File: src/psu_cmd_defs.svh
`ifndef PSU_CMD_DEFS_SVH
`define PSU_CMD_DEFS_SVH
// Operation
// - power-up policy reads back as OFF or LAST
// - OFF starts output off; LAST restores it, locks it on until reset command
// - fault clear releases latches; overvoltage and overcurrent always latch
// - overtemperature and input-fail latch under OFF, not under LAST
// - clear succeeds only once every fault cause has gone
// - after a clear the output returns to its pre-fault on/off state
// - current setpoint accepts zero to rated current, reads back programmed
// - overcurrent level accepts 10 to 110 percent of rated current
// - MIN copies current setpoint, MAX and reset command give 110 percent
// - remotely written overcurrent level takes effect on return to local
// - foldback on, constant current above level for 0.5 s: output off
// - foldback enable is one bit, reads back 1 or 0
// - trip query reads 1 once overcurrent protection tripped, else 0
// - ramp-down time 0.0 to 9.9 s, reads back
// - ramp-up time 0.0 to 9.9 s, reads back
// - memory clear erases every stored voltage and current slot
// - slot current store limited to zero through rated current
// - slot voltage store limited to zero through rated voltage
// - per-slot reads return stored current or voltage of selected slot
// - slot list read returns voltage then current of selected slot
// - slot index 0 to 15; recall copies slot into active setpoints
// - recall moves output only when on; when off only setpoints change

// ==========================================================
// register byte offsets
`define OFS_OUT_CTRL  8'h00
`define OFS_PON       8'h04
`define OFS_COMMAND   8'h08
`define OFS_CURR_SP   8'h0c
`define OFS_OCL       8'h10
`define OFS_FOLDBACK  8'h14
`define OFS_STATUS    8'h18
`define OFS_RAMP_DOWN 8'h1c
`define OFS_RAMP_UP   8'h20
`define OFS_SLOT_SEL  8'h24
`define OFS_SLOT_VOLT 8'h28
`define OFS_SLOT_CURR 8'h2c
`define OFS_VOLT_SP   8'h30
`define OFS_OCL_ACT   8'h34
`define OFS_SLOT_LIST 8'h38

// ==========================================================
// field positions
`define CMD_FAULT_CLR 0
`define CMD_MEM_CLR   1
`define CMD_RECALL    2
`define CMD_RESET     3
`define CMD_LOCAL     4
`define OCL_MIN_BIT   30
`define OCL_MAX_BIT   31
`define ST_OUTPUT     0
`define ST_TRIP       1
`define ST_OV         2
`define ST_OT         3
`define ST_ACFAIL     4
`define ST_REMOTE     5
`define ST_LOCK       6
`define ST_ERR        7

// ==========================================================
// limits and timing
`define OCL_MIN_PCT   10
`define OCL_MAX_PCT   110
`define RAMP_MAX      7'h63
`define SLOT_MAX      4'hf
`define FOLD_TIME_MS  500
`define CLK_KHZ       250000
`endif

File: src/psu_cmd_pkg.sv
package psu_cmd_pkg;
    // setpoints in hundredths of an ampere or a volt
    typedef logic [15:0] val_type;
    typedef logic [6:0] tenth_s_type;
    typedef logic [3:0] slot_type;
    typedef enum logic {
        PON_OFF = 1'b0,
        PON_LAST = 1'b1
    } pon_type;
endpackage

File: src/slot_if.sv
interface slot_if;
    import psu_cmd_pkg::*;
    logic wr_volt;
    logic wr_curr;
    logic clear;
    slot_type idx;
    val_type wdata;
    val_type rd_volt;
    val_type rd_curr;
    modport ctrl (output wr_volt, wr_curr, clear, idx, wdata,
                  input rd_volt, rd_curr);
    modport mem (input wr_volt, wr_curr, clear, idx, wdata,
                 output rd_volt, rd_curr);
endinterface

File: src/setting_memory.sv
module setting_memory #(
    parameter int SLOTS = 16
) (
    input wire logic pclk,       // bus clock
    input wire logic presetn,    // async reset, low
    slot_if.mem m                // store, clear and read port
);
    import psu_cmd_pkg::*;
    val_type volt_ff [SLOTS];
    val_type curr_ff [SLOTS];

    // ==========================================================
    // one slot per generate pass; clear wins over a store
    for (genvar g = 0; g < SLOTS; g++) begin : gen_slot
        always_ff @(posedge pclk or negedge presetn) begin
            if (!presetn) begin
                volt_ff[g] <= 16'h0000;
                curr_ff[g] <= 16'h0000;
            end else if (m.clear) begin
                volt_ff[g] <= 16'h0000;
                curr_ff[g] <= 16'h0000;
            end else if (m.idx == slot_type'(g)) begin
                if (m.wr_volt) volt_ff[g] <= m.wdata;
                if (m.wr_curr) curr_ff[g] <= m.wdata;
            end
        end
    end

    // read port follows the selected index
    assign m.rd_volt = volt_ff[m.idx];
    assign m.rd_curr = curr_ff[m.idx];
endmodule

File: src/psu_cmd_top.sv
// Added by the designer: the APB interface to the registers and the register addresses.
`include "psu_cmd_defs.svh"
module psu_cmd_top #(
    parameter psu_cmd_pkg::val_type RATED_CURR = 16'h2710,
    parameter psu_cmd_pkg::val_type RATED_VOLT = 16'h0bb8,
    parameter int unsigned FOLD_CYCLES = `FOLD_TIME_MS * `CLK_KHZ
) (
    input wire logic pclk,                      // bus clock
    input wire logic presetn,                   // async reset, low
    input wire logic psel,                      // apb select
    input wire logic penable,                   // apb access phase
    input wire logic pwrite,                    // apb direction
    input wire logic [11:0] paddr,              // apb byte address
    input wire logic [31:0] pwdata,             // apb write data
    output logic [31:0] prdata,                 // apb read data
    output logic pready,                        // apb ready
    output logic pslverr,                       // unmapped address
    input wire psu_cmd_pkg::pon_type saved_policy, // stored policy
    input wire logic saved_output,              // output before power loss
    input wire logic ov_fault,                  // overvoltage condition
    input wire logic oc_fault,                  // overcurrent condition
    input wire logic ot_fault,                  // overtemperature
    input wire logic acfail,                    // input power fail
    input wire logic cc_mode,                   // constant-current mode
    input wire psu_cmd_pkg::val_type meas_curr, // measured current
    output logic output_on,                     // power stage enable
    output psu_cmd_pkg::pon_type pon_policy,    // policy to save
    output logic out_request,                   // on/off setting to save
    output psu_cmd_pkg::val_type volt_setpoint, // active voltage
    output psu_cmd_pkg::val_type curr_setpoint, // active current
    output psu_cmd_pkg::val_type ocl_active,    // level in force
    output psu_cmd_pkg::tenth_s_type ramp_up,   // ramp-up, 0.1 s units
    output psu_cmd_pkg::tenth_s_type ramp_down, // ramp-down, 0.1 s units
    output logic foldback_en,                   // foldback armed
    output logic oc_tripped                     // overcurrent latched
);
    import psu_cmd_pkg::*;

    localparam val_type OCL_LO =
        16'(32'(RATED_CURR) * `OCL_MIN_PCT / 100);
    localparam val_type OCL_HI =
        16'(32'(RATED_CURR) * `OCL_MAX_PCT / 100);
    localparam int FW = $clog2(FOLD_CYCLES + 1);
    localparam logic [FW-1:0] FOLD_LAST = FW'(FOLD_CYCLES - 1);

    // ==========================================================
    // address decoding
    function automatic logic at(input logic [11:0] a,
                                input logic [7:0] ofs);
        at = (a[11:8] == 4'h0) && (a[7:0] == ofs);
    endfunction

    function automatic logic mapped(input logic [11:0] a);
        mapped = (a[11:8] == 4'h0) && (a[1:0] == 2'b00)
                 && (a[7:0] <= `OFS_SLOT_LIST);
    endfunction

    // ==========================================================
    // state
    logic init_ff;
    pon_type policy_ff;
    logic out_en_ff;
    logic lock_ff;
    logic output_on_ff;
    val_type curr_sp_ff;
    val_type volt_sp_ff;
    val_type ocl_pend_ff;
    val_type ocl_act_ff;
    logic fold_en_ff;
    tenth_s_type ramp_up_ff;
    tenth_s_type ramp_down_ff;
    slot_type slot_sel_ff;
    logic remote_ff;
    logic err_ff;
    logic ov_lat_ff;
    logic oc_lat_ff;
    logic ot_lat_ff;
    logic ac_lat_ff;
    logic [FW-1:0] fold_cnt_ff;
    logic [31:0] prdata_ff;
    slot_if sm ();

    // ==========================================================
    // bus strobes and argument checks
    wire setup = psel && !penable;
    wire wr = psel && penable && pwrite && mapped(paddr);
    wire [15:0] wval = pwdata[15:0];
    wire hi_zero = (pwdata[31:16] == 16'h0000);
    wire w_out = wr && at(paddr, `OFS_OUT_CTRL);
    wire w_pon = wr && at(paddr, `OFS_PON);
    wire w_cmd = wr && at(paddr, `OFS_COMMAND);
    wire w_curr = wr && at(paddr, `OFS_CURR_SP);
    wire w_ocl = wr && at(paddr, `OFS_OCL);
    wire w_fold = wr && at(paddr, `OFS_FOLDBACK);
    wire w_rdown = wr && at(paddr, `OFS_RAMP_DOWN);
    wire w_rup = wr && at(paddr, `OFS_RAMP_UP);
    wire w_sel = wr && at(paddr, `OFS_SLOT_SEL);
    wire w_svolt = wr && at(paddr, `OFS_SLOT_VOLT);
    wire w_scurr = wr && at(paddr, `OFS_SLOT_CURR);
    // out-of-range arguments leave the old setting alone
    wire curr_ok = hi_zero && (wval <= RATED_CURR);
    wire volt_ok = hi_zero && (wval <= RATED_VOLT);
    wire ocl_min = pwdata[`OCL_MIN_BIT];
    wire ocl_max = pwdata[`OCL_MAX_BIT];
    wire ocl_num = (pwdata[29:16] == 14'h0000)
                   && (wval >= OCL_LO) && (wval <= OCL_HI);
    wire ocl_ok = ocl_min || ocl_max || ocl_num;
    wire ramp_ok = (pwdata[31:7] == 25'h0)
                   && (pwdata[6:0] <= `RAMP_MAX);
    wire sel_ok = (pwdata[31:4] == 28'h0);
    wire reject = (w_curr && !curr_ok) || (w_ocl && !ocl_ok)
                  || ((w_rdown || w_rup) && !ramp_ok)
                  || (w_sel && !sel_ok)
                  || ((w_svolt && !volt_ok) || (w_scurr && !curr_ok));
    wire cmd_clear = w_cmd && pwdata[`CMD_FAULT_CLR];
    wire cmd_mclr = w_cmd && pwdata[`CMD_MEM_CLR];
    wire cmd_recall = w_cmd && pwdata[`CMD_RECALL];
    wire cmd_reset = w_cmd && pwdata[`CMD_RESET];
    wire cmd_local = w_cmd && pwdata[`CMD_LOCAL];

    // ==========================================================
    // protection: foldback timer and fault latches
    wire fold_cond = fold_en_ff && cc_mode && (meas_curr > ocl_act_ff);
    wire fold_trip = fold_cond && (fold_cnt_ff == FOLD_LAST);
    wire any_cause = ov_fault || oc_fault || ot_fault || acfail
                     || fold_cond;
    // a clear with any cause still present changes nothing
    wire clr_ok = cmd_clear && !any_cause;
    wire pol_off = (policy_ff == PON_OFF);
    // hardware set wins over a clear in the same cycle
    wire nxt_ov_lat = ov_fault || (ov_lat_ff && !clr_ok);
    wire nxt_oc_lat = oc_fault || fold_trip
                      || (oc_lat_ff && !clr_ok);
    wire nxt_ot_lat = (ot_fault && pol_off)
                      || (ot_lat_ff && !clr_ok);
    wire nxt_ac_lat = (acfail && pol_off)
                      || (ac_lat_ff && !clr_ok);
    // under LAST the unlatched faults still hold the output off
    wire block = ov_lat_ff || oc_lat_ff || ot_lat_ff || ac_lat_ff
                 || ot_fault || acfail;
    // out_en is untouched by faults, so a clear restores it
    wire nxt_output_on = out_en_ff && !block;
    wire [FW-1:0] nxt_fold_cnt = !fold_cond ? '0 :
        (fold_cnt_ff == FOLD_LAST) ? fold_cnt_ff : fold_cnt_ff + 1'b1;

    always_ff @(posedge pclk or negedge presetn) begin
        if (!presetn) begin
            ov_lat_ff <= 1'b0;
            oc_lat_ff <= 1'b0;
            ot_lat_ff <= 1'b0;
            ac_lat_ff <= 1'b0;
            fold_cnt_ff <= '0;
            output_on_ff <= 1'b0;
        end else begin
            ov_lat_ff <= nxt_ov_lat;
            oc_lat_ff <= nxt_oc_lat;
            ot_lat_ff <= nxt_ot_lat;
            ac_lat_ff <= nxt_ac_lat;
            fold_cnt_ff <= nxt_fold_cnt;
            output_on_ff <= nxt_output_on;
        end
    end

    // ==========================================================
    // power-up policy and output on/off with lock
    // straps are caught on the first edge after release, not in reset
    wire start_on = (saved_policy == PON_LAST) && saved_output;
    wire want_off = w_out && !pwdata[0] && !lock_ff;
    wire nxt_out_en = !init_ff ? start_on :
                      cmd_reset ? 1'b0 :
                      (w_out && pwdata[0]) ? 1'b1 :
                      want_off ? 1'b0 : out_en_ff;
    wire nxt_lock = !init_ff ? start_on :
                    cmd_reset ? 1'b0 : lock_ff;

    always_ff @(posedge pclk or negedge presetn) begin
        if (!presetn) begin
            init_ff <= 1'b0;
            policy_ff <= PON_OFF;
            out_en_ff <= 1'b0;
            lock_ff <= 1'b0;
        end else begin
            init_ff <= 1'b1;
            if (!init_ff) policy_ff <= saved_policy;
            else if (w_pon) policy_ff <= pon_type'(pwdata[0]);
            out_en_ff <= nxt_out_en;
            lock_ff <= nxt_lock;
        end
    end

    // ==========================================================
    // setpoints, overcurrent level, ramps, remote state
    // MIN follows the present setpoint, MAX and reset give the ceiling
    wire [15:0] ocl_wval = ocl_max ? OCL_HI :
                           ocl_min ? curr_sp_ff : wval;
    wire nxt_remote = cmd_local ? 1'b0 : (wr && !reject) ? 1'b1
                      : remote_ff;
    wire nxt_err = reject ? 1'b1 : wr ? 1'b0 : err_ff;

    always_ff @(posedge pclk or negedge presetn) begin
        if (!presetn) begin
            curr_sp_ff <= 16'h0000;
            volt_sp_ff <= 16'h0000;
            fold_en_ff <= 1'b0;
            ramp_up_ff <= 7'h00;
            ramp_down_ff <= 7'h00;
            slot_sel_ff <= 4'h0;
            remote_ff <= 1'b0;
            err_ff <= 1'b0;
        end else begin
            if (cmd_recall) begin
                volt_sp_ff <= sm.rd_volt;
                curr_sp_ff <= sm.rd_curr;
            end else if (w_curr && curr_ok) begin
                curr_sp_ff <= wval;
            end
            if (w_fold) fold_en_ff <= pwdata[0];
            if (w_rup && ramp_ok) ramp_up_ff <= pwdata[6:0];
            if (w_rdown && ramp_ok) ramp_down_ff <= pwdata[6:0];
            if (w_sel && sel_ok) slot_sel_ff <= pwdata[3:0];
            remote_ff <= nxt_remote;
            err_ff <= nxt_err;
        end
    end

    // pending level only reaches the protection while local
    always_ff @(posedge pclk or negedge presetn) begin
        if (!presetn) begin
            ocl_pend_ff <= OCL_HI;
            ocl_act_ff <= OCL_HI;
        end else begin
            if (cmd_reset) ocl_pend_ff <= OCL_HI;
            else if (w_ocl && ocl_ok) ocl_pend_ff <= ocl_wval;
            if (!remote_ff) ocl_act_ff <= ocl_pend_ff;
        end
    end

    // ==========================================================
    // setting memory
    assign sm.wr_volt = w_svolt && volt_ok;
    assign sm.wr_curr = w_scurr && curr_ok;
    assign sm.clear = cmd_mclr;
    assign sm.idx = slot_sel_ff;
    assign sm.wdata = wval;

    setting_memory #(.SLOTS(16)) u_mem (
        .pclk(pclk),
        .presetn(presetn),
        .m(sm)
    );

    // ==========================================================
    // read mux, captured in the setup phase so prdata is a flop
    wire [31:0] status = {24'h0, err_ff, lock_ff, remote_ff, ac_lat_ff,
                          ot_lat_ff, ov_lat_ff, oc_lat_ff, output_on_ff};
    wire [31:0] rd_mux =
        at(paddr, `OFS_OUT_CTRL) ? {31'h0, out_en_ff} :
        at(paddr, `OFS_PON) ? {31'h0, policy_ff} :
        at(paddr, `OFS_CURR_SP) ? {16'h0, curr_sp_ff} :
        at(paddr, `OFS_OCL) ? {16'h0, ocl_pend_ff} :
        at(paddr, `OFS_FOLDBACK) ? {31'h0, fold_en_ff} :
        at(paddr, `OFS_STATUS) ? status :
        at(paddr, `OFS_RAMP_DOWN) ? {25'h0, ramp_down_ff} :
        at(paddr, `OFS_RAMP_UP) ? {25'h0, ramp_up_ff} :
        at(paddr, `OFS_SLOT_SEL) ? {28'h0, slot_sel_ff} :
        at(paddr, `OFS_SLOT_VOLT) ? {16'h0, sm.rd_volt} :
        at(paddr, `OFS_SLOT_CURR) ? {16'h0, sm.rd_curr} :
        at(paddr, `OFS_VOLT_SP) ? {16'h0, volt_sp_ff} :
        at(paddr, `OFS_OCL_ACT) ? {16'h0, ocl_act_ff} :
        at(paddr, `OFS_SLOT_LIST) ? {sm.rd_volt, sm.rd_curr} :
        32'h0000_0000;

    always_ff @(posedge pclk or negedge presetn) begin
        if (!presetn) prdata_ff <= 32'h0000_0000;
        else if (setup && !pwrite) prdata_ff <= rd_mux;
    end

    // zero wait states; unmapped addresses answer with an error
    assign pready = 1'b1;
    assign pslverr = psel && penable && !mapped(paddr);
    assign prdata = prdata_ff;
    assign output_on = output_on_ff;
    assign pon_policy = policy_ff;
    assign out_request = out_en_ff;
    assign volt_setpoint = volt_sp_ff;
    assign curr_setpoint = curr_sp_ff;
    assign ocl_active = ocl_act_ff;
    assign ramp_up = ramp_up_ff;
    assign ramp_down = ramp_down_ff;
    assign foldback_en = fold_en_ff;
    assign oc_tripped = oc_lat_ff;
endmodule

File: config.mk
export PLATFORM = sky130hd
export DESIGN_NAME = psu_cmd_top
export DESIGN_NICKNAME = d
export VERILOG_FILES = /design/src/psu_cmd_pkg.sv /design/src/slot_if.sv /design/src/setting_memory.sv /design/src/psu_cmd_top.sv
export VERILOG_INCLUDE_DIRS = /design/src
export SDC_FILE = /design/constraint.sdc
export NUM_CORES = 1
export LEC_CHECK = 0
export ABC_CLOCK_PERIOD_IN_PS = 5400
export BUFFER_PORTS_ARGS = -buffer_cell sky130_fd_sc_hd__buf_2
export CORE_MARGIN = 10
export CORE_UTILIZATION = 48
export CTS_CLUSTER_DIAMETER = 40
export DETAILED_ROUTE_END_ITERATION = 7
export PLACE_DENSITY = 0.65
export SLEW_MARGIN = 0
export SYNTH_ARGS = -nofsm -noshare
export SYNTH_HDL_FRONTEND = slang
export SYNTH_SLANG_ARGS = --single-unit
File: constraint.sdc
create_clock -name pclk -period 5.4 [get_ports pclk]
set_input_delay 0.27 -clock pclk [delete_from_list [all_inputs] [get_ports pclk]]
set_output_delay 0.27 -clock pclk [all_outputs]
set_load 0.005 [all_outputs]
==> results.ini <==
[cells_and_area]
layout.nets = 3215
area_growth_pct = 14.9
final_common_cell = dfrtp_1
layout-drive-gt1-share_pct = 21.7
num-fill-cells = 5688
mostFrequentLayoutCells = dfrtp_1 (645), nand2_1 (470), nor2_1 (305)
post-route-util_pct = 55.5

[sta]
final.min_clock_period_ps = 3790
finalHoldViolations = 0
finalCritPeriodShare_pct = 70.1
maxSlewViolCount = 0
relSlewSlack_pct = 17.6
worstMarginPinSlew_ps = 1230
rsz0062_at_grt = false
tns_ps = 0
setup_violations = 0
max_freq_mhz = 264
finClkSkew_ps = 17.9

[grt]
antenna_found_initial = 1
top_usage_layer = met2
grt_max_degree = 202
groute.layer.met1.usage_pct = 35.1
grt_use_total_pct = 25.8
met3_usage_pct = 5.33
overflow = 0
grt_pass1_vias = 25700
grt_pass1_wl_microns = 159000
met2_usage_pct = 39.4

[clocking]
clkLatencyLatePin_ps = 640
cts_tree = yes
cts-root-buf = clkbuf_16
clock_sinks = 665
numCtsBuffers = 94
htree_levels = 3
cts.clk_slew.worst_paths_ps = 60
clock_path_buffers = 3
post_cts_resize_count = 0

[synth]
synth-seq-cells = 665
ys_warn_count = 0
avgSynthCellArea_sq_um = 10.8
ys.flop_type = dfrtp_1
async_flop_share_pct = 100
ys_top_cells_by_area = dfrtp_1 (49%), mux4_2 (9.1%), mux2i_1 (8.8%)
yosysTopAreaCell = dfrtp_1
ys_seq_area_share_pct = 50.4
synth_edf_count = 0
syn_area_sq_um = 33100
netlist_instances = 3052
netlist-cell-type-count = 78
yosysTopAreaCellShare_pct = 49.1

[run_status]
status = finished, final reports clean

[worst_setup_path]
critPathLaunchType = flip-flop
endpoint_kind = flip-flop
cp.arrival_ps = 4300
cp_data_required_time_ps = 5910
crit_type = reg -> reg
cp_max_fo = 24

[drt]
dr.first_iter.drc_count = 2705
drt-vias-per-instance = 6.22
vias = 25400
drtAntennaViolNets = 0
drc = 0
wl_per_cell_microns = 25.4
drt_wl_total_microns = 104000
dr.pass1.iters = 5

[placed_design]
numPortBuffers = 171
dp_hpwl_microns = 65300
place_congestion = 0.932

[hold_path]
worstHoldPathType = in -> reg

[die]
io_pins = 173
die_h_microns = 283
dieArea_sq_um = 79800
rows = 96
start_util_pct = 48.3
die_w_microns = 283
fp.coreArea_sq_um = 68500

[flow_run]
drv_cap = 0

[power]
vdd_drop_max_mv = 0.252
p_leak_nw = 19.0
power.density_nw_per_um2 = 311

timing repair:
action,CTS,global route
hold buffers,6,0
setup buffers,0,0
endpoints found under the setup margin,0,0
hold endpoints to repair,82,0
registers in the layout, indices dropped and copies added, names as in the netlist, 4 cells and up:
register	count
u_mem.curr_ff	256
prdata	32
ocl_active	16
ramp_down	7
fold_cnt_ff	27
ocl_pend_ff	16
ramp_up	7
u_mem.volt_ff	256
volt_setpoint	16
curr_setpoint	16
slot_sel_ff	4
cell type report:
type | instances | area, sq um | area share (%)
clock buffers | 116 | 2610 | 6.87
well taps | 882 | 1100 | 2.91
multi-input cells | 2087 | 15200 | 40.1
diodes | 3 | 7.51 | 0.0198
repair buffers | 246 | 1530 | 4.03
flip-flops and latches | 665 | 16700 | 43.9
clock inverters | 59 | 727 | 1.91
inverters | 32 | 120 | 0.316
per-stage QoR:
stage	cell area, sq um	total power, W	hold slack [ps]	cells	worst slack, ps
after global placement	34600	0.00543	330	3906	1490
final	38000	0.0118	32.1	4090	1610
after detailed placement	34600	0.00544	338	3906	1420
after global routing	38000	0.0121	74.6	4087	1410
after floorplan	33100	0.00522	-25.6	3053	2730
after CTS	38000	0.0119	2.23	4087	1550
power breakdown:
part	switching (W)	internal, W	total, W
clock network	0.00245	0.00401	0.00647
registers	0.00000536	0.00499	0.00500
logic	0.000280	0.0000785	0.000359
total	0.00274	0.00908	0.0118
Yosys cell counts, types with 25 or more instances:
cell / instances
inv_1: 31
a22oi_1: 36
buf_2: 101
nor2_1: 305
nand4_1: 40
dfrtp_1: 649
mux4_2: 134
nand3_1: 25
nand2_1: 470
mux2i_1: 292
o21ai_0: 42
clkbuf_1: 121
and3_1: 105
nor4_1: 25
buf_1: 33
a21oi_1: 239
mux2_2: 62
cells by family (layout without fill, tap and decap cells):
kind of cell	count (synthesis)	in the layout	share of synthesized area, %
AO/OA/AOI/OAI	449	449	8.52
XOR/XNOR	26	26	0.688
adder cells (fa/ha/maj)	17	17	0.643
buffers and inverters	301	453	3.98
flip-flops	665	665	50.4
multiplexers	488	488	20.1
other	1	5	0.0113
AND/OR/NAND/NOR	1105	1105	15.7
metal layers:
layer	share of wire (%)	wire length [microns]	vias up
met1	41	42900	13000
met4	4.4	4620	2
met2	45	46500	1232
li1	-	-	11000
met5	0.013	13	-
met3	9.5	9830	226
worst paths after layout:
check	endpoint	slack [ps]	depth (start not counted)	from
hold reg to reg	prdata[13]	490	2	prdata[13]
max in group asynchronous	u_mem.curr_ff[153]	3520	3	presetn
hold / removal	ot_lat_ff	30	4	ot_fault
setup reg to reg	u_mem.volt_ff[142]	1610	4	slot_sel_ff[2]
setup / recovery	u_mem.volt_ff[142]	1610	4	slot_sel_ff[2]
min in group asynchronous	u_mem.volt_ff[230]	230	2	presetn
worst max-delay path: stages (launching register included):
cell and delay [ps]:
dfrtp_2 810, buf_4 340, nor2b_1 910, nand4_1 1030, and3_1 560
No activity file was read; power rests on OpenSTA's default activity.
